--- config.mk ---
export PLATFORM = sky130hd
export DESIGN_NAME = usart_codec
export DESIGN_NICKNAME = d
export VERILOG_FILES = /design/src/core/usart_codec_pkg.sv /design/src/core/line_sync_if.sv /design/src/core/line_sync.sv /design/src/core/usart_codec.sv
export SDC_FILE = /design/constraint.sdc
export NUM_CORES = 1
export LEC_CHECK = 0
export BUFFER_PORTS_ARGS = -buffer_cell sky130_fd_sc_hd__buf_2
export CAP_MARGIN = 20
export CORE_MARGIN = 4
export CORE_UTILIZATION = 51
export DETAILED_ROUTE_END_ITERATION = 7
export PLACE_DENSITY = 0.69
export SYNTH_ARGS = -nofsm -noshare
export SYNTH_HDL_FRONTEND = slang
export SYNTH_HIERARCHICAL = 1
export SYNTH_SLANG_ARGS = --single-unit
--- constraint.sdc ---
create_clock -name core_clk_i -period 5.45 [get_ports core_clk_i]
set_input_delay 0.2725 -clock core_clk_i [delete_from_list [all_inputs] [get_ports core_clk_i]]
set_output_delay 0.2725 -clock core_clk_i [all_outputs]
set_load 0.05 [all_outputs]
--- src/core/usart_codec_pkg.sv ---
package usart_codec_pkg;
   // register byte offsets
   localparam logic [7:0] ctrl_off = 8'h00;
   localparam logic [7:0] mode_off = 8'h04;
   localparam logic [7:0] stat_off = 8'h14;
   localparam logic [7:0] rxh_off = 8'h18;
   localparam logic [7:0] txh_off = 8'h1C;
   localparam logic [7:0] brg_off = 8'h20;
   localparam logic [7:0] man_off = 8'h50;
   // control register bits (write only, self clearing)
   localparam int cr_status_reset_cmd = 8;
   localparam int cr_txen = 6;
   localparam int cr_txdis = 7;
   localparam int cr_rxen = 4;
   localparam int cr_rxdis = 5;
   // mode register fields
   localparam int mr_char_length_field_lo = 6;
   localparam int mr_sync = 8;
   localparam int mr_par_lo = 9;
   localparam int mr_stop_bit_count_lo = 12;
   localparam int mr_bit_order_select = 16;
   localparam int mr_nine_bit_select = 17;
   localparam int mr_over = 19;
   localparam int mr_sync_type_select = 29;
   localparam int mr_man = 18;
   localparam int mr_single_bit_delimiter = 31;
   localparam int mr_varsync = 30;
   // manchester config fields
   localparam int mc_txpl_lo = 0;
   localparam int mc_txpp_lo = 8;
   localparam int mc_txmpol = 12;
   localparam int mc_rxpl_lo = 16;
   localparam int mc_rxpp_lo = 24;
   localparam int mc_rxmpol = 28;
   localparam int mc_drift = 30;
   localparam int mc_manen = 31;
   // status bits
   localparam int sr_rxrdy = 0;
   localparam int sr_tx_ready_flag = 1;
   localparam int sr_pare = 7;
   localparam int sr_tx_empty_flag = 9;
   localparam int sr_code_violation_flag = 24;
   // reset values
   localparam logic [31:0] mode_rst = 32'h0000_00C0;
   localparam logic [31:0] man_rst = 32'h0000_0000;
   localparam logic [15:0] brg_rst = 16'h0001;
   // timing counts in oversampling ticks
   localparam logic [4:0] os16_bit = 5'h10;
   localparam logic [4:0] os8_bit = 5'h08;
   localparam logic [3:0] start16 = 4'h8;
   localparam logic [3:0] start8 = 4'h4;
   // axi responses
   localparam logic [1:0] resp_okay = 2'h0;
   localparam logic [1:0] resp_slverr = 2'h2;
endpackage

--- src/core/line_sync_if.sv ---
`timescale 1ns/1ps
interface line_sync_if;
   logic raw;
   logic clean;
   modport sync (input raw, output clean);
   modport user (output raw, input clean);
endinterface

--- src/core/line_sync.sv ---
`timescale 1ns/1ps
module line_sync (
   // clock and reset
   input wire logic core_clk_i,
   input wire logic nrst_i,
   input wire logic ce_i,
   // line
   line_sync_if.sync ln
);
   logic s1_q;
   logic s2_q;
   logic s3_q;
   logic clean_q;
   always_ff @(posedge core_clk_i) begin
      if (!nrst_i) begin
         s1_q <= 1'b1;
         s2_q <= 1'b1;
         s3_q <= 1'b1;
         clean_q <= 1'b1;
      end else if (ce_i) begin
         s1_q <= ln.raw;
         s2_q <= s1_q;
         s3_q <= s2_q;
         if (s2_q == s3_q) begin
            clean_q <= s3_q;
         end
      end
   end
   assign ln.clean = clean_q;
endmodule

--- src/core/usart_codec.sv ---
// Register access over AXI4-Lite and the register offsets are this design's own decisions.
`timescale 1ns/1ps
module usart_codec
   import usart_codec_pkg::*;
(
   // clock and reset
   input wire logic core_clk_i,
   input wire logic nrst_i,
   input wire logic ce_i,
   // axi4-lite slave
   input wire logic s_awvalid,
   output logic s_awready,
   input wire logic [7:0] s_awaddr,
   input wire logic s_wvalid,
   output logic s_wready,
   input wire logic [31:0] s_wdata,
   input wire logic [3:0] s_wstrb,
   output logic s_bvalid,
   input wire logic s_bready,
   output logic [1:0] s_bresp,
   input wire logic s_arvalid,
   output logic s_arready,
   input wire logic [7:0] s_araddr,
   output logic s_rvalid,
   input wire logic s_rready,
   output logic [31:0] s_rdata,
   output logic [1:0] s_rresp,
   // serial line
   input wire logic rxd_i,
   output logic txd_o
);
   typedef enum logic [4:0] {
      tx_idle = 5'h01, tx_pre = 5'h02, tx_sfd = 5'h04,
      tx_data = 5'h08, tx_stop = 5'h10
   } tx_state_e;
   typedef enum logic [3:0] {
      rx_hunt = 4'h1, rx_start = 4'h2, rx_bits = 4'h4, rx_sfd = 4'h8
   } rx_state_e;

   logic [31:0] mode_register_q;
   logic [31:0] manchester_config_register_q;
   logic [15:0] brg_q;
   logic tx_en_q;
   logic rx_en_q;
   // bus
   logic aw_q;
   logic w_q;
   logic [7:0] awaddr_q;
   logic [31:0] wdata_q;
   logic bvalid_q;
   logic [1:0] bresp_q;
   logic rvalid_q;
   logic [31:0] rdata_q;
   logic [1:0] rresp_q;
   wire do_wr = aw_q && w_q && !bvalid_q;
   wire wr_mode = do_wr && awaddr_q == mode_off;
   wire wr_man = do_wr && awaddr_q == man_off;
   wire wr_brg = do_wr && awaddr_q == brg_off;
   wire wr_ctrl = do_wr && awaddr_q == ctrl_off;
   wire wr_thr = do_wr && awaddr_q == txh_off;
   wire wr_ok = wr_mode | wr_man | wr_brg | wr_ctrl | wr_thr;
   wire rd_go = s_arvalid && !rvalid_q;
   wire rd_rhr = rd_go && s_araddr == rxh_off;
   // configuration
   wire man_en = mode_register_q[mr_man];
   wire async_m = !mode_register_q[mr_sync];
   wire over8 = mode_register_q[mr_over];
   wire bit_order_select = mode_register_q[mr_bit_order_select];
   wire single_bit_delimiter = mode_register_q[mr_single_bit_delimiter];
   wire [3:0] nbits = mode_register_q[mr_nine_bit_select] ? 4'h9 :
      4'h5 + {2'h0, mode_register_q[mr_char_length_field_lo +: 2]};
   wire [2:0] par = mode_register_q[mr_par_lo +: 3];
   wire [1:0] stop_bit_count = mode_register_q[mr_stop_bit_count_lo +: 2];
   wire [3:0] txpl = manchester_config_register_q[mc_txpl_lo +: 4];
   wire [1:0] txpp = manchester_config_register_q[mc_txpp_lo +: 2];
   wire txpol = manchester_config_register_q[mc_txmpol];
   wire [3:0] rxpl = manchester_config_register_q[mc_rxpl_lo +: 4];
   wire [1:0] rxpp = manchester_config_register_q[mc_rxpp_lo +: 2];
   wire rxpol = manchester_config_register_q[mc_rxmpol];
   wire drift_en = manchester_config_register_q[mc_drift];
   // oversampling tick
   logic [15:0] div_q;
   wire tick = div_q == 16'h0000;
   wire [4:0] bit_len = over8 ? os8_bit : os16_bit;

   // transmitter
   tx_state_e tx_st_q;
   logic [9:0] thr_q;
   logic thr_full_q;
   logic [8:0] sh_q;
   logic sh_sync_q;
   logic parity_q;
   logic [3:0] tcnt_q;
   logic [5:0] tph_q;
   logic txd_q;
   logic tx_ready_flag_q;
   logic tx_empty_flag_q;
   wire [5:0] half = {2'h0, bit_len[4:1]};
   wire [5:0] tbit = {1'b0, bit_len};
   wire [5:0] stop_len = (stop_bit_count == 2'h1 && async_m) ?
      tbit + half : (stop_bit_count == 2'h2 ? tbit + tbit : tbit);
   wire tx_last_ph = tick && tph_q == tbit - 6'h01;
   wire [3:0] dbits = nbits + {3'h0, par != 3'h4};
   wire [3:0] didx = bit_order_select ? nbits - 4'h1 - tcnt_q : tcnt_q;
   wire par_bit = (par == 3'h0) ? ^sh_q : (par == 3'h1) ? ~^sh_q :
      (par == 3'h3);
   wire cur_bit = (tcnt_q == nbits) ? par_bit : sh_q[didx];
   wire first_half = tph_q < half;
   wire [1:0] pre_pat = txpp;
   wire pre_bit = pre_pat == 2'h0 ? 1'b1 : pre_pat == 2'h1 ? 1'b0 :
      (pre_pat == 2'h2 ? ~tcnt_q[0] : tcnt_q[0]);
   wire man_enc = (first_half ^ ~cur_bit) ^ txpol;
   wire pre_enc = (first_half ^ ~pre_bit) ^ txpol;
   wire sync_lvl = (tcnt_q == 4'h0 || (tcnt_q == 4'h1 && first_half))
      ^ ~sh_sync_q;
   wire [3:0] sfd_done = single_bit_delimiter ? 4'h0 : 4'h2;
   wire [9:0] nxt_chr = thr_q;

   always_ff @(posedge core_clk_i) begin
      if (!nrst_i) begin
         div_q <= 16'h0000;
      end else if (ce_i) begin
         div_q <= tick ? brg_q - 16'h0001 : div_q - 16'h0001;
      end
   end

   always_ff @(posedge core_clk_i) begin
      if (!nrst_i) begin
         tx_st_q <= tx_idle;
         thr_q <= 10'h000;
         thr_full_q <= 1'b0;
         sh_q <= 9'h000;
         sh_sync_q <= 1'b0;
         tcnt_q <= 4'h0;
         tph_q <= 6'h00;
         txd_q <= 1'b1;
      end else if (ce_i) begin
         if (wr_thr && tx_ready_flag_q) begin
            thr_q <= wdata_q[9:0];
            thr_full_q <= 1'b1;
         end
         if (tick) begin
            tph_q <= tph_q + 6'h01;
         end
         case (tx_st_q)
            tx_idle: begin
               txd_q <= 1'b1;
               if (tx_en_q && thr_full_q && tick) begin
                  sh_q <= nxt_chr[8:0];
                  sh_sync_q <= mode_register_q[mr_varsync] ? nxt_chr[9]
                     : mode_register_q[mr_sync_type_select];
                  thr_full_q <= 1'b0;
                  tph_q <= 6'h00;
                  tcnt_q <= 4'h0;
                  tx_st_q <= (man_en && txpl != 4'h0) ? tx_pre : tx_sfd;
               end
            end
            tx_pre: begin
               txd_q <= pre_enc;
               if (tx_last_ph) begin
                  tph_q <= 6'h00;
                  tcnt_q <= tcnt_q + 4'h1;
                  if (tcnt_q == txpl - 4'h1) begin
                     tcnt_q <= 4'h0;
                     tx_st_q <= tx_sfd;
                  end
               end
            end
            tx_sfd: begin
               if (!man_en) begin
                  txd_q <= 1'b0;
               end else if (single_bit_delimiter) begin
                  txd_q <= ~first_half ^ txpol;
               end else begin
                  txd_q <= sync_lvl ^ txpol;
               end
               if (tx_last_ph) begin
                  tph_q <= 6'h00;
                  tcnt_q <= tcnt_q + 4'h1;
                  if (!man_en || tcnt_q == sfd_done) begin
                     tcnt_q <= 4'h0;
                     tx_st_q <= tx_data;
                  end
               end
            end
            tx_data: begin
               txd_q <= man_en ? man_enc : cur_bit;
               if (tx_last_ph) begin
                  tph_q <= 6'h00;
                  tcnt_q <= tcnt_q + 4'h1;
                  if (tcnt_q == dbits - 4'h1) begin
                     tx_st_q <= tx_stop;
                  end
               end
            end
            tx_stop: begin
               txd_q <= 1'b1;
               if (tick && tph_q == stop_len - 6'h01) begin
                  tx_st_q <= tx_idle;
               end
            end
            default: tx_st_q <= tx_idle;
         endcase
      end
   end

   always_ff @(posedge core_clk_i) begin
      if (!nrst_i) begin
         tx_ready_flag_q <= 1'b0;
         tx_empty_flag_q <= 1'b0;
      end else if (ce_i) begin
         tx_ready_flag_q <= tx_en_q && !thr_full_q
            && !(wr_thr && tx_ready_flag_q);
         tx_empty_flag_q <= tx_en_q && !thr_full_q
            && tx_st_q == tx_idle && !wr_thr;
      end
   end

   // receiver
   line_sync_if rx_ln ();
   assign rx_ln.raw = rxd_i;
   line_sync u_rx_sync (
      .core_clk_i(core_clk_i),
      .nrst_i(nrst_i),
      .ce_i(ce_i),
      .ln(rx_ln)
   );
   wire rxd = rx_ln.clean ^ (man_en & rxpol);
   rx_state_e rx_st_q;
   logic [5:0] rph_q;
   logic [5:0] rlen_q;
   logic [3:0] rcnt_q;
   logic [9:0] rsh_q;
   logic [15:0] pre_sh_q;
   logic first_q;
   logic prev_q;
   logic rx_rdy_q;
   logic [9:0] rx_holding_register_q;
   logic code_violation_flag_q;
   logic pare_q;
   wire [5:0] rbit = {1'b0, bit_len};
   wire [5:0] rq1 = {3'h0, bit_len[4:2]};
   wire [5:0] rq3 = rq1 + rq1 + rq1;
   wire [3:0] st_need = over8 ? start8 : start16;
   wire [3:0] rdb = nbits + {3'h0, par != 3'h4};
   // async count 0 is the rest of the start bit, so data starts at 1
   wire [3:0] rpos = man_en ? rcnt_q : rcnt_q - 4'h1;
   wire [3:0] ridx = bit_order_select ? nbits - 4'h1 - rpos : rpos;
   wire rkeep = rpos < nbits;
   wire edge_seen = rxd != prev_q;
   wire drift_on = man_en && drift_en && !over8;
   wire early = drift_on && edge_seen && rph_q >= rbit - 6'h04
      && rph_q <= rbit - 6'h02;
   wire late = drift_on && edge_seen && rph_q >= 6'h02
      && rph_q <= 6'h03;
   wire rbit_end = tick && rph_q >= rlen_q - 6'h01;
   wire [1:0] pre_exp = rxpp;
   wire pre_ok = rxpl == 4'h0 || pre_exp[1] ||
      pre_sh_q[3:0] == (pre_exp[0] ? 4'h0 : 4'hF);
   wire sync_cmd = first_q;
   logic half1_q;

   always_ff @(posedge core_clk_i) begin
      if (!nrst_i) begin
         rx_st_q <= rx_hunt;
         rph_q <= 6'h00;
         rlen_q <= 6'h10;
         rcnt_q <= 4'h0;
         rsh_q <= 10'h000;
         pre_sh_q <= 16'h0000;
         first_q <= 1'b0;
         prev_q <= 1'b1;
         half1_q <= 1'b0;
         rx_rdy_q <= 1'b0;
         rx_holding_register_q <= 10'h000;
         code_violation_flag_q <= 1'b0;
         pare_q <= 1'b0;
      end else if (ce_i) begin
         if (rd_rhr) begin
            rx_rdy_q <= 1'b0;
         end
         if (wr_ctrl && wdata_q[cr_status_reset_cmd]) begin
            code_violation_flag_q <= 1'b0;
            pare_q <= 1'b0;
         end
         if (tick) begin
            prev_q <= rxd;
            rph_q <= rph_q + 6'h01;
            case (rx_st_q)
               rx_hunt: begin
                  rph_q <= 6'h00;
                  if (rx_en_q && !rxd) begin
                     rx_st_q <= rx_start;
                  end
               end
               rx_start: begin
                  if (rxd) begin
                     rx_st_q <= rx_hunt;
                  end else if (man_en ? rph_q == rq1 - 6'h02
                     : rph_q == {2'h0, st_need} - 6'h02) begin
                     rph_q <= man_en ? rq1 : {2'h0, st_need};
                     rlen_q <= rbit;
                     rcnt_q <= 4'h0;
                     rx_st_q <= man_en ? rx_sfd : rx_bits;
                     first_q <= 1'b0;
                  end
               end
               rx_sfd: begin
                  // sample at the quarter point, shift that sample in at the three-quarter point
                  if (rph_q == rq1) begin
                     half1_q <= rxd;
                  end
                  if (rph_q == rq3) begin
                     pre_sh_q <= {pre_sh_q[14:0], half1_q};
                     if (rcnt_q == 4'h0) begin
                        first_q <= half1_q;
                     end
                  end
                  if (rbit_end) begin
                     rph_q <= 6'h00;
                     rcnt_q <= rcnt_q + 4'h1;
                     if (single_bit_delimiter && half1_q == 1'b0 && rxd) begin
                        rcnt_q <= 4'h0;
                        rx_st_q <= pre_ok ? rx_bits : rx_hunt;
                     end else if (!single_bit_delimiter && rcnt_q == 4'h2) begin
                        rcnt_q <= 4'h0;
                        rx_st_q <= pre_ok ? rx_bits : rx_hunt;
                     end else if (rcnt_q == rxpl + 4'h3) begin
                        rx_st_q <= rx_hunt;
                     end
                  end
               end
               rx_bits: begin
                  if (early) begin
                     rlen_q <= rbit - 6'h01;
                  end else if (late) begin
                     rlen_q <= rbit + 6'h01;
                  end
                  if (rph_q == (man_en ? rq1 : half)) begin
                     half1_q <= rxd;
                     if (!man_en && rkeep) begin
                        rsh_q[ridx] <= rxd;
                     end
                  end
                  if (man_en && rph_q == rq3) begin
                     if (half1_q == rxd && rcnt_q < rdb) begin
                        code_violation_flag_q <= 1'b1;
                     end
                     if (rkeep) begin
                        rsh_q[ridx] <= half1_q;
                     end
                  end
                  if (rbit_end) begin
                     rph_q <= 6'h00;
                     rlen_q <= rbit;
                     rcnt_q <= rcnt_q + 4'h1;
                     if (rcnt_q == rdb) begin
                        rx_st_q <= rx_hunt;
                        rx_rdy_q <= 1'b1;
                        rx_holding_register_q <=
                           {single_bit_delimiter ? 1'b0 : sync_cmd, rsh_q[8:0]};
                     end
                  end
               end
               default: rx_st_q <= rx_hunt;
            endcase
         end
      end
   end

   // control, configuration and bus
   always_ff @(posedge core_clk_i) begin
      if (!nrst_i) begin
         mode_register_q <= mode_rst;
         manchester_config_register_q <= man_rst;
         brg_q <= brg_rst;
         tx_en_q <= 1'b0;
         rx_en_q <= 1'b0;
      end else if (ce_i) begin
         if (wr_mode) begin
            mode_register_q <= wdata_q;
         end
         if (wr_man) begin
            manchester_config_register_q <= wdata_q;
         end
         if (wr_brg) begin
            brg_q <= (wdata_q[15:0] == 16'h0000) ? brg_rst : wdata_q[15:0];
         end
         if (wr_ctrl) begin
            if (wdata_q[cr_txdis]) begin
               tx_en_q <= 1'b0;
            end else if (wdata_q[cr_txen]) begin
               tx_en_q <= 1'b1;
            end
            if (wdata_q[cr_rxdis]) begin
               rx_en_q <= 1'b0;
            end else if (wdata_q[cr_rxen]) begin
               rx_en_q <= 1'b1;
            end
         end
      end
   end

   wire [31:0] stat_w = ({31'h0, rx_rdy_q} << sr_rxrdy)
      | ({31'h0, tx_ready_flag_q} << sr_tx_ready_flag)
      | ({31'h0, pare_q} << sr_pare)
      | ({31'h0, tx_empty_flag_q} << sr_tx_empty_flag)
      | ({31'h0, code_violation_flag_q} << sr_code_violation_flag);
   wire [31:0] rd_mux = (s_araddr == mode_off) ? mode_register_q :
      (s_araddr == man_off) ? manchester_config_register_q :
      (s_araddr == brg_off) ? {16'h0000, brg_q} :
      (s_araddr == stat_off) ? stat_w :
      (s_araddr == rxh_off) ? {22'h0, rx_holding_register_q} : 32'h0;
   wire rd_hit = s_araddr == mode_off || s_araddr == man_off ||
      s_araddr == brg_off || s_araddr == stat_off ||
      s_araddr == rxh_off;

   always_ff @(posedge core_clk_i) begin
      if (!nrst_i) begin
         aw_q <= 1'b0;
         w_q <= 1'b0;
         awaddr_q <= 8'h00;
         wdata_q <= 32'h0000_0000;
         bvalid_q <= 1'b0;
         bresp_q <= resp_okay;
         rvalid_q <= 1'b0;
         rdata_q <= 32'h0000_0000;
         rresp_q <= resp_okay;
      end else if (ce_i) begin
         if (s_awvalid && !aw_q) begin
            aw_q <= 1'b1;
            awaddr_q <= s_awaddr;
         end
         if (s_wvalid && !w_q) begin
            w_q <= 1'b1;
            wdata_q <= s_wdata;
         end
         if (do_wr) begin
            aw_q <= 1'b0;
            w_q <= 1'b0;
            bvalid_q <= 1'b1;
            bresp_q <= wr_ok ? resp_okay : resp_slverr;
         end
         if (bvalid_q && s_bready) begin
            bvalid_q <= 1'b0;
         end
         if (rd_go) begin
            rvalid_q <= 1'b1;
            rdata_q <= rd_mux;
            rresp_q <= rd_hit ? resp_okay : resp_slverr;
         end
         if (rvalid_q && s_rready) begin
            rvalid_q <= 1'b0;
         end
      end
   end

   assign s_awready = !aw_q;
   assign s_wready = !w_q;
   assign s_bvalid = bvalid_q;
   assign s_bresp = bresp_q;
   assign s_arready = !rvalid_q;
   assign s_rvalid = rvalid_q;
   assign s_rdata = rdata_q;
   assign s_rresp = rresp_q;
   assign txd_o = txd_q;
endmodule

### Yosys cells after proc, flatten, opt, wreduce, memory -nomap -nowiden

Index checks and enable logic that the tools add are counted.

| word-level totals | value |
|---|---|
| flip-flop bits (word level) | 270 |

| operators by class | value |
|---|---|
| reduce and logical (&&, ||, !) cells | 116 |
| equal/unequal tests | 65 |
| multiplexer cells | 131 |
| $lt $le $gt $ge | 11 |
| bitwise logic cells | 22 |
| $add $sub $neg | 27 |

Operators with widths:

| cell | count |
|---|---|
| $mux W4 | 30 |
| $mux W10 | 9 |
| $mux W6 | 13 |
| $mux W32 | 2 |
| $mux W25 | 2 |
| $mux W1 | 45 |
| $mux W5 | 9 |
| $logic_and A1 B1 Y1 | 42 |
| $ne A2 B2 Y1 const B | 18 |
| $logic_not A16 Y1 | 2 |
| $mux W16 | 2 |
| $pmux W4 S4 | 2 |
| $sub A16 B1 Y16 const B | 2 |
| $reduce_and A2 Y1 | 15 |
| $or A10 B25 Y25 | 1 |
| $pmux W5 S5 | 1 |
| $eq A4 B4 Y1 | 6 |
| $eq A6 B6 Y1 | 4 |
| $eq A8 B5 Y1 const B | 3 |
| $pmux W6 S2 | 2 |
| $bwmux W10 | 2 |
| $pmux W6 S3 | 1 |
| $reduce_bool A2 Y1 | 9 |
| $eq A8 B3 Y1 const B | 2 |
| other kinds (81) | 148 |

### Depth between registers and ports, before layout

Gate-level depths: netlist (run 1).

| logic depth | value |
|---|---|
| word-level depth | 19 |
| gate-level depth with buffers | 14 |
| gate-level depth less buffers | 13 |

### Cells and area by module

Netlist (run 1), hierarchy kept.

Modules (own cells, without submodules):

| module | sequential area each (um^2) | instances | area an instance (um^2) | cells each |
|---|---|---|---|---|
| usart_codec | 5225.0 | 1 | 13150.1 | 1635 |
| line_sync | 80.1 | 1 | 147.6 | 15 |

### Least setup slack after synthesis (run 1)

Ideal clock, no wire load.

| path | value |
|---|---|
| path type | register to register |
| start | register rcnt_q[0] |
| end | register rsh_q[8] |
| setup time | 0.086 ns |
| buffers on the path | 1 |
| arrival time | 3.112 ns |
| stages on the path, launching flop included | 14 |
| slack | 2.253 ns |
| data required time | 5.364 ns |
| path through | dfxtp_1 -> clkbuf_1 -> inv_1 -> ha_1 -> inv_1 -> mux2i_1 -> fa_1 -> nand2_1 -> o21ai_0 -> or2_2 -> or3b_4 -> nor3b_2 -> a21oi_1 -> a211oi_1 |

| on the way | value |
|---|---|
| longest elaborated chain between the ends | 18 |
| elaborated cells between the ends (all ways) | 21 |
| classes of those cells | add/sub (2); order compare (3); mux (14); reduce/logical (2) |

RTL lines:

| what | RTL line | RTL |
|---|---|---|
| from (decl) | usart_codec.sv:232 | `logic [3:0] rcnt_q;` |
| from (signal assigned) | usart_codec.sv:321 | `rcnt_q <= rcnt_q + 4'h1;` |
| from (signal assigned) | usart_codec.sv:356 | `rcnt_q <= rcnt_q + 4'h1;` |
| $sub A4 B1 Y4 | usart_codec.sv:247 | `wire [3:0] rpos = man_en ? rcnt_q : rcnt_q - 4'h1;` |
| $mux W4 (*) | usart_codec.sv:247 |  |
| $sub A4 B4 Y4 | usart_codec.sv:248 | `wire [3:0] ridx = bit_order_select ? nbits - 4'h1 - rpos : rpos;` |
| $mux W4 | usart_codec.sv:248 |  |
| $lt A4 B5 Y1 (implied by the code) or $ge A4 B1 Y1 (tied branches) | usart_codec.sv:342, usart_codec.sv:350 |  |
| $logic_and A1 B1 Y1 (implied by the code) | usart_codec.sv:342, usart_codec.sv:350 |  |
| $mux W1 (implied by the code) | usart_codec.sv:342, usart_codec.sv:350 |  |
| $demux W1 S4 | usart_codec.sv:342, usart_codec.sv:350 |  |
| [... 2 more ...] | -- |  |
| $mux W10 | usart_codec.sv:339 | `if (rph_q == (man_en ? rq1 : half)) begin` |
| $mux W10 | usart_codec.sv:289 | `case (rx_st_q)` |
| $mux W10 | usart_codec.sv:286 | `if (tick) begin` |
| $mux W10 | usart_codec.sv:278 | `end else if (ce_i) begin` |
| $mux W10 | usart_codec.sv:264 | `if (!nrst_i) begin` |
| $bwmux W10 | usart_codec.sv:350 | `rsh_q[ridx] <= half1_q;` |
| $mux W10 | usart_codec.sv:349 | `if (rkeep) begin` |
| $mux W10 (*) | usart_codec.sv:345 | `if (man_en && rph_q == rq3) begin` |
| to (signal, indexed assignment) | usart_codec.sv:342 | `rsh_q[ridx] <= rxd;` |
| to (signal, indexed assignment) | usart_codec.sv:350 |  |
| to (decl) | usart_codec.sv:233 | `logic [9:0] rsh_q;` |

Mark *: on every way between the ends. The rest lies on a longest branch, timed or not. The select of a mux whose other input is x is not followed.
A chain may end at the register's enable or synchronous reset.

### Final worst setup path (run 1)

| path | value |
|---|---|
| start | register div_q[4] |
| end | register rlen_q[4] |

| on the way | value |
|---|---|
| longest elaborated chain between the ends | 4 |
| elaborated cells between the ends (all ways) | 6 |
| classes of those cells | eq/ne (1); mux (2); reduce/logical (3) |

RTL lines:

| what | RTL line | RTL |
|---|---|---|
| from (decl) | usart_codec.sv:82 | `logic [15:0] div_q;` |
| from (signal assigned) | usart_codec.sv:123 | `div_q <= tick ? brg_q - 16'h0001 : div_q - 16'h0001;` |
| $logic_not A16 Y1 (*) | usart_codec.sv:83 | `wire tick = div_q == 16'h0000;` |
| $logic_and A1 B1 Y1 | usart_codec.sv:256 | `wire rbit_end = tick && rph_q >= rlen_q - 6'h01;` |
| $ne A4 B4 Y1 (no line) or $mux W6 (tied branches) | -- |  |
| $reduce_and A6 Y1 (no line) or $pmux W6 S2 (tied branches) | -- |  |
| to (signal assigned) | usart_codec.sv:302 | `rlen_q <= rbit;` |
| to (signal assigned) | usart_codec.sv:335 | `rlen_q <= rbit - 6'h01;` |
| to (signal assigned) | usart_codec.sv:337 | `rlen_q <= rbit + 6'h01;` |
| to (decl) | usart_codec.sv:231 | `logic [5:0] rlen_q;` |

Mark *: on every way between the ends. The rest lies on a longest branch, timed or not.

==> results of run 1 <==
## stage by stage
| stage | hold WS (ns) | cell area (um^2) | total power [mW] | setup WS [ns] | util [%] |
|---|---|---|---|---|---|
| 2_1_floorplan | 0.334 | 13300 | 2.84 | 2.25 | - |
| 3_3_place_gp | 0.441 | 13900 | 3.02 | 1.94 | 54.9 |
| 3_5_place_dp | 0.446 | 13900 | 3.03 | 1.89 | 54.9 |
| 4_1_cts | 0.0110 | 15200 | 4.85 | 1.84 | 60.0 |
| 5_1_grt | 0.0420 | 15200 | 5.06 | 1.51 | 60.0 |
| 6_report | 0.0163 | 15200 | 4.83 | 1.79 | 60.0 |
## state kept, by name, indices dropped and copies added, names as in the netlist, 4 cells and up
name and count:
sh_q 9, manchester_config_register_q 32, rx_holding_register_q 10, rsh_q 9
rx_st_q 4, pre_sh_q 4, tx_st_q 5, rlen_q 4
tph_q 6, tcnt_q 4, mode_register_q 32, rph_q 6
div_q 16, rcnt_q 4, s_rdata 32, nxt_chr 10
wdata_q 32, awaddr_q 8, brg_q 16
## layout by cell type, fill, tap and decap left out, types with 40 or more instances in the layout
| cell | netlist | layout |
|---|---|---|
| ha_1 | 47 | 47 |
| nand3_1 | 41 | 40 |
| buf_2 | 3 | 96 |
| dfxtp_1 | 265 | 265 |
| nand2_1 | 300 | 300 |
| mux2i_1 | 59 | 59 |
| o21ai_0 | 46 | 46 |
| nor2_1 | 166 | 165 |
| a21oi_1 | 185 | 185 |
| dlygate4sd3_1 | 0 | 44 |
## critical path, cell delays in order (launching register included)
cell and delay, ns:
dfxtp_1 0.35, or4_1 0.55, and4bb_1 0.52, and2_2 0.53, nand2_1 0.45, a21oi_1 0.53
o221a_2 0.34, nand2b_1 0.12, nand3_1 0.07
## layout make-up
class	count	area share (%)
Multi-Input combinational cell	1235	48.8
Sequential cell	265	34.8
Timing Repair Buffer	158	7.02
Clock buffer	37	4.95
Tap cell	330	2.71
Inverter	41	1.04
Clock inverter	8	0.608
## cell families after synthesis
family | Yosys count | share of synthesized area, %
fa+ha+maj | 49 | 4.72
flops | 265 | 39.9
other cells | 1 | 0.0282
compound gates | 377 | 17.9
xor+xnor | 66 | 4.56
buf+inv | 151 | 4.47
simple gates | 677 | 23.3
mux | 64 | 5.03
## worst max path at each step
stage	start	to	cells past startpoint
floorplan	rcnt_q[0]	rsh_q[8]	13
global placement	div_q[4]	sh_q[2]	7
detailed placement	div_q[4]	div_q[14]	12
CTS	div_q[4]	rlen_q[4]	8
global route	div_q[4]	rlen_q[3]	8
finish	div_q[4]	rlen_q[4]	8
## power by group through the flow
stage               clock network (mW)  registers [mW]  logic [mW]
global placement                     0            2.15       0.867
CTS                               1.83            2.11       0.908
finish                            1.80            2.12       0.914
global route                      1.91            2.12        1.02
detailed placement                   0            2.15       0.881
floorplan                            0            2.18       0.658
## timing repair
item / in CTS / in global routing
endpoints found under the setup margin: 0 / 0
hold buffers: 44 / 0
buffers inserted: 0 / 0
endpoints found under the hold margin: 44 / 0
## layer usage
metal,up-vias,GRT usage (%),routed length (um)
met5,-,0,0
met4,0,7.77,1020
met3,61,3.10,2110
met2,385,43.1,17900
met1,5841,34.6,16800
li1,5955,-,-
==> results.tsv, run 1 <==
metric	value	unit
drt_first_pass_iters	5	
combPwrFrac	18.9	%
cap_violations	0	
cts_htree_levels	1	
period_share	67.2	%
start_util	52.4	%
yosysTopAreaCell	dfxtp_1	
cts.sink_count	265	
area_growth	14.5	%
fp.dieH	169	um
hold_viol	0	
antenna_cells	0	
rows	58	
max-clock-path-buffers	3	
switchingPower	1.46	mW
wire_per_inst	18.2	um
vias_per_cell	5.90	
io_pins	103	
ys_warn_count	6	
finalNonFillerCells	2074	
r2r.worst_path.cells	8	
io_buffer_count	96	
rsz0062_at_grt	false	
fmax	273	MHz
critPathMaxFanout	20	
cts_tree	done	
cts_root_buffer	clkbuf_16	
crit_required	5.82	ns
synth_cells	1650	
synth_top_area_share	39.9	%
crit_type	reg -> reg	
nets	1839	
period_needed	3.66	ns
drtIter0Drc	967	
postRouteAntennaNets	0	
dr_total_vias	12200	
clkLatencyLatePin	0.58	ns
yosysUniqueCellTypes	86	
p_per_area	317	nW/um^2
arrival	4.04	ns
cts_made_buffers	28	
multiInputGateArea	7440	um^2
grt_pass1_vias	11600	
grt_max_degree	113	
finalSetupViolCount	0	
fillers	2297	
ir_drop	0.000365	V
min_to	s_rvalid	
drc	0	
slew-limit-headroom	34.6	%
yosysMostFrequentCell	nand2_1	
switching_share	30.3	%
antenna_found_initial	0	
clk_pin_slew	0.06	ns
hp-start	s_rready	
cp-end-kind	flop	
setup_tns	0	ns
status	finished clean	
seq_area_frac_synth	39.9	%
synth_area_leaders	dfxtp_1 40%, nand2_1 8.5%, a21oi_1 7.0%	
dpl.hpwl	25500	um
synthArstFlopShare	0	%
routed_wl	37800	um
min_path_type	in -> reg	
die-area	28700	um^2
grt_pass1_wl	60800	um
track_usage	25.6	%
setup.worst_path.start_class	flop	
cts-resized-gates	0	
dpl.cell_count	1985	
power_frac_seq	43.8	%
core	25400	um^2
r2r_start	div_q[4]	
grt_overflow	0	
clock_power_share	37.3	%
drive_gt1_share	11.4	%
synth_area_per_cell	8.06	um^2
drv_slew	0	
die_w	169	um
skew	0.0492	ns
r2r_end	rlen_q[4]	
r2r_slack	1.79	ns
tightest_slew	0.981	ns
syn_area	13300	um^2
register_area	5310	um^2
place.gp.congestion	0.914	
ys.flop_type	dfxtp_1	
synth_commonest_cells	300 x nand2_1, 265 x dfxtp_1, 185 x a21oi_1	
synth_edf_count	0	
hold_path_depth	4	
ys_ff_latch	265	
p_leak	5.85	nW
p_int	3.37	mW
Note: power is estimated with default switching activity, not from simulation.
==> run 2, diff against run 1 <==
==> constraint.sdc (replaced) <==
create_clock -name core_clk_i -period 3.7 [get_ports core_clk_i]
set_input_delay 0.185 -clock core_clk_i [delete_from_list [all_inputs] [get_ports core_clk_i]]
set_output_delay 0.185 -clock core_clk_i [all_outputs]
set_load 0.05 [all_outputs]
==> run 2 against run 1 <==
  * Total power rose by 60%
  * Non-clock buffer count rose by 23
  * Via count rose by 1.1%
  * Maximum frequency rose by 7.1%
  * Clock power rose by 75%
  * Global-route usage rose by 0.22 points
  * Sequential share of layout area fell by 0.83 points
  * Register-to-register slack got worse by 1.5 ns
  * Clock-buffer cell count rose by 4
  * Sequential power rose by 47%
  * Largest cell class unchanged
==> results.tsv, run 2 (synthesized netlist as in run 1, its figures left out) <==
metric	value	unit	change
skew	0.0160	ns	was 0.0492 ns
routed_wl	38500	um	was 37800 um
clk_pin_slew	0.06	ns	about the same
die_w	169	um	unchanged
dp_slack	0.319	ns	was 1.89 ns
power_frac_seq	40.4	%	was 43.8%
cts_tree	done		unchanged
io_pins	103		unchanged
tightest_slew	0.838	ns	was 0.981 ns
grt_overflow	0		unchanged
setup_tns	0	ns	unchanged
combPwrFrac	18.7	%	was 18.9%
path_buf_inv	3		was 0
r2r_end	rsh_q[8]		was rlen_q[4]
crit_top_cell	inv_1		
cts_root_buffer	clkbuf_16		unchanged
slew-limit-headroom	44.1	%	was 34.6%
dr_total_vias	12400		was 12200
core	25400	um^2	unchanged
ir_drop	0.000467	V	was 0.000365 V
io_buffer_count	96		unchanged
grt_max_degree	101		was 113
arrival	3.89	ns	was 4.04 ns
cp.depth	13		was 8
finalNonFillerCells	2106		was 2074
setup.worst_path.start_class	flop		unchanged
min_to	div_q[9]		was s_rvalid
area_growth	17.3	%	was 14.5%
hold_path_depth	2		was 4
r2r_start	rcnt_q[0]		was div_q[4]
layout_commonest_cell	nand2_1		unchanged
r2r.worst_path.cells	13		was 8
drc	0		unchanged
dpl.hpwl	26300	um	was 25500 um
critPathMaxFanout	9		was 20
layout_common_cells	300 x nand2_1, 265 x dfxtp_1, 185 x a21oi_1, 165 x nor2_1, 96 x buf_2		unchanged
rows	58		unchanged
status	finished clean		unchanged
cts_made_buffers	29		was 28
p_per_area	495	nW/um^2	was 317 nW/um^2
crit_required	4.17	ns	was 5.82 ns
finalSetupViolCount	0		unchanged
cp_top_family	simple AND/OR/NAND/NOR gates		unchanged
rsz0062_at_grt	false		unchanged
switchingPower	2.23	mW	was 1.46 mW
cap_violations	0		unchanged
p_leak	6.07	nW	was 5.85 nW
max-clock-path-buffers	3		unchanged
postRouteAntennaNets	0		unchanged
place.gp.congestion	0.900		was 0.914
hold_viol	0		unchanged
switching_share	28.9	%	was 30.3%
drtIter0Drc	1115		was 967
fmax	292	MHz	was 273 MHz
cp_cell_sequence	inv_1 -> ha_1 -> inv_1 -> mux2i_1 -> buf_4 -> fa_1 -> nand2_1 -> o21ai_0 -> or2_2 -> or3b_4 -> nor3b_2 -> a21oi_1 -> a211oi_1		was or4_1 -> and4bb_1 -> and2_2 -> nand2_1 -> a21oi_1 -> o221a_2 -> nand2b_1 -> nand3_1
clkLatencyLatePin	0.57	ns	was 0.58 ns
cts_htree_levels	1		unchanged
start_util	52.4	%	unchanged
antenna_found_initial	0		unchanged
period_needed	3.42	ns	was 3.66 ns
track_usage	25.8	%	was 25.6%
clock_power_share	40.8	%	was 37.3%
nets	1863		was 1839
crit_slowest_cell	dfxtp_1		was or4_1
fillers	2221		was 2297
cp-end-kind	flop		unchanged
min_path_type	in -> reg		unchanged
r2r_slack	0.28	ns	was 1.79 ns
p_int	5.49	mW	was 3.37 mW
cts.sink_count	265		unchanged
dpl.cell_count	2006		was 1985
grt_pass1_wl	60800	um	about the same
period_share	92.5	%	was 67.2%
crit_type	reg -> reg		unchanged
drt_first_pass_iters	5		unchanged
critical-path-max-stage-delay	0.49	ns	was 0.55 ns
drive_gt1_share	12.8	%	was 11.4%
drv_slew	0		unchanged
worst_slack	0.277	ns	was 1.79 ns
hp-start	ce_i		was s_rready
die-area	28700	um^2	unchanged
fp.dieH	169	um	unchanged
wire_per_inst	18.3	um	was 18.2 um
grt_pass1_vias	11400		was 11600
vias_per_cell	5.88		was 5.90
run 2: cell count changes in the layout (fill, tap and decap cells not counted), sizes merged, moves of 2 or more:
| cell | delta |
|---|---|
| clkinv | -2 |
| dlygate4sd3 | +2 |
| buf | +21 |
| bufinv | +4 |
| inv | +3 |
| clkbuf | +4 |
run 2: worst max path at each step:
| stage | end | start |
|---|---|---|
| after floorplan | rsh_q[8] | rcnt_q[0] |
| after global placement | rsh_q[8] | mode_register_q[17] |
| after detailed placement | rsh_q[8] | rcnt_q[0] |
| after CTS | rsh_q[8] | rcnt_q[0] |
| after global routing | rsh_q[8] | mode_register_q[17] |
| final | rsh_q[8] | rcnt_q[0] |
run 2: final cells by class:
cell class                      instances  area (um^2)  area share, %
Antenna cell                            1         2.50         0.0160
Clock buffer                           41          841           5.39
Clock inverter                         12          208           1.33
Inverter                               41          159           1.02
Multi-Input combinational cell       1235         7430           47.6
Sequential cell                       265         5310           34.0
Tap cell                              330          413           2.65
Timing Repair Buffer                  181         1250           7.99
run 2: stage by stage:
stage	cell area (um^2)	util, %	hold WS [ns]	total power [mW]
after detailed placement	14100	55.5	0.414	4.57
after global placement	14100	55.5	0.409	4.54
final	15600	61.4	0.133	7.72
after floorplan	13300	-	0.247	4.19
after global routing	15600	61.4	0.172	8.04
after CTS	15600	61.4	0.127	7.74
run 2: layer usage:
layer | global-route usage (%) | vias to the layer above | routed length [um]
met2 | 42.7 | 428 | 18000
met3 | 3.26 | 89 | 2500
li1 | - | 6010 | -
met1 | 35.1 | 5855 | 16600
met4 | 8.65 | 0 | 1410
met5 | 0 | - | 0
run 2: worst register-to-register path: stages (launching register included):
cell,delay [ns]
dfxtp_1,0.49
inv_1,0.17
ha_1,0.33
inv_1,0.09
mux2i_1,0.07
buf_4,0.17
fa_1,0.46
nand2_1,0.07
o21ai_0,0.16
or2_2,0.37
or3b_4,0.40
nor3b_2,0.22
a21oi_1,0.10
a211oi_1,0.22
run 2: what timing repair did:
item                                   in CTS  in global routing
setup buffers                               0                  0
resized for setup                           0                  0
endpoints found under the hold margin      45                  0
hold buffers                               46                  0
run 2: power by group through the flow:
stage / sequential (mW) / clock (mW) / combinational [mW]
after global routing: 3.13 / 3.31 / 1.60
after CTS: 3.11 / 3.19 / 1.44
after detailed placement: 3.17 / 0 / 1.39
after floorplan: 3.22 / 0 / 0.969
final: 3.12 / 3.15 / 1.45
after global placement: 3.17 / 0 / 1.37
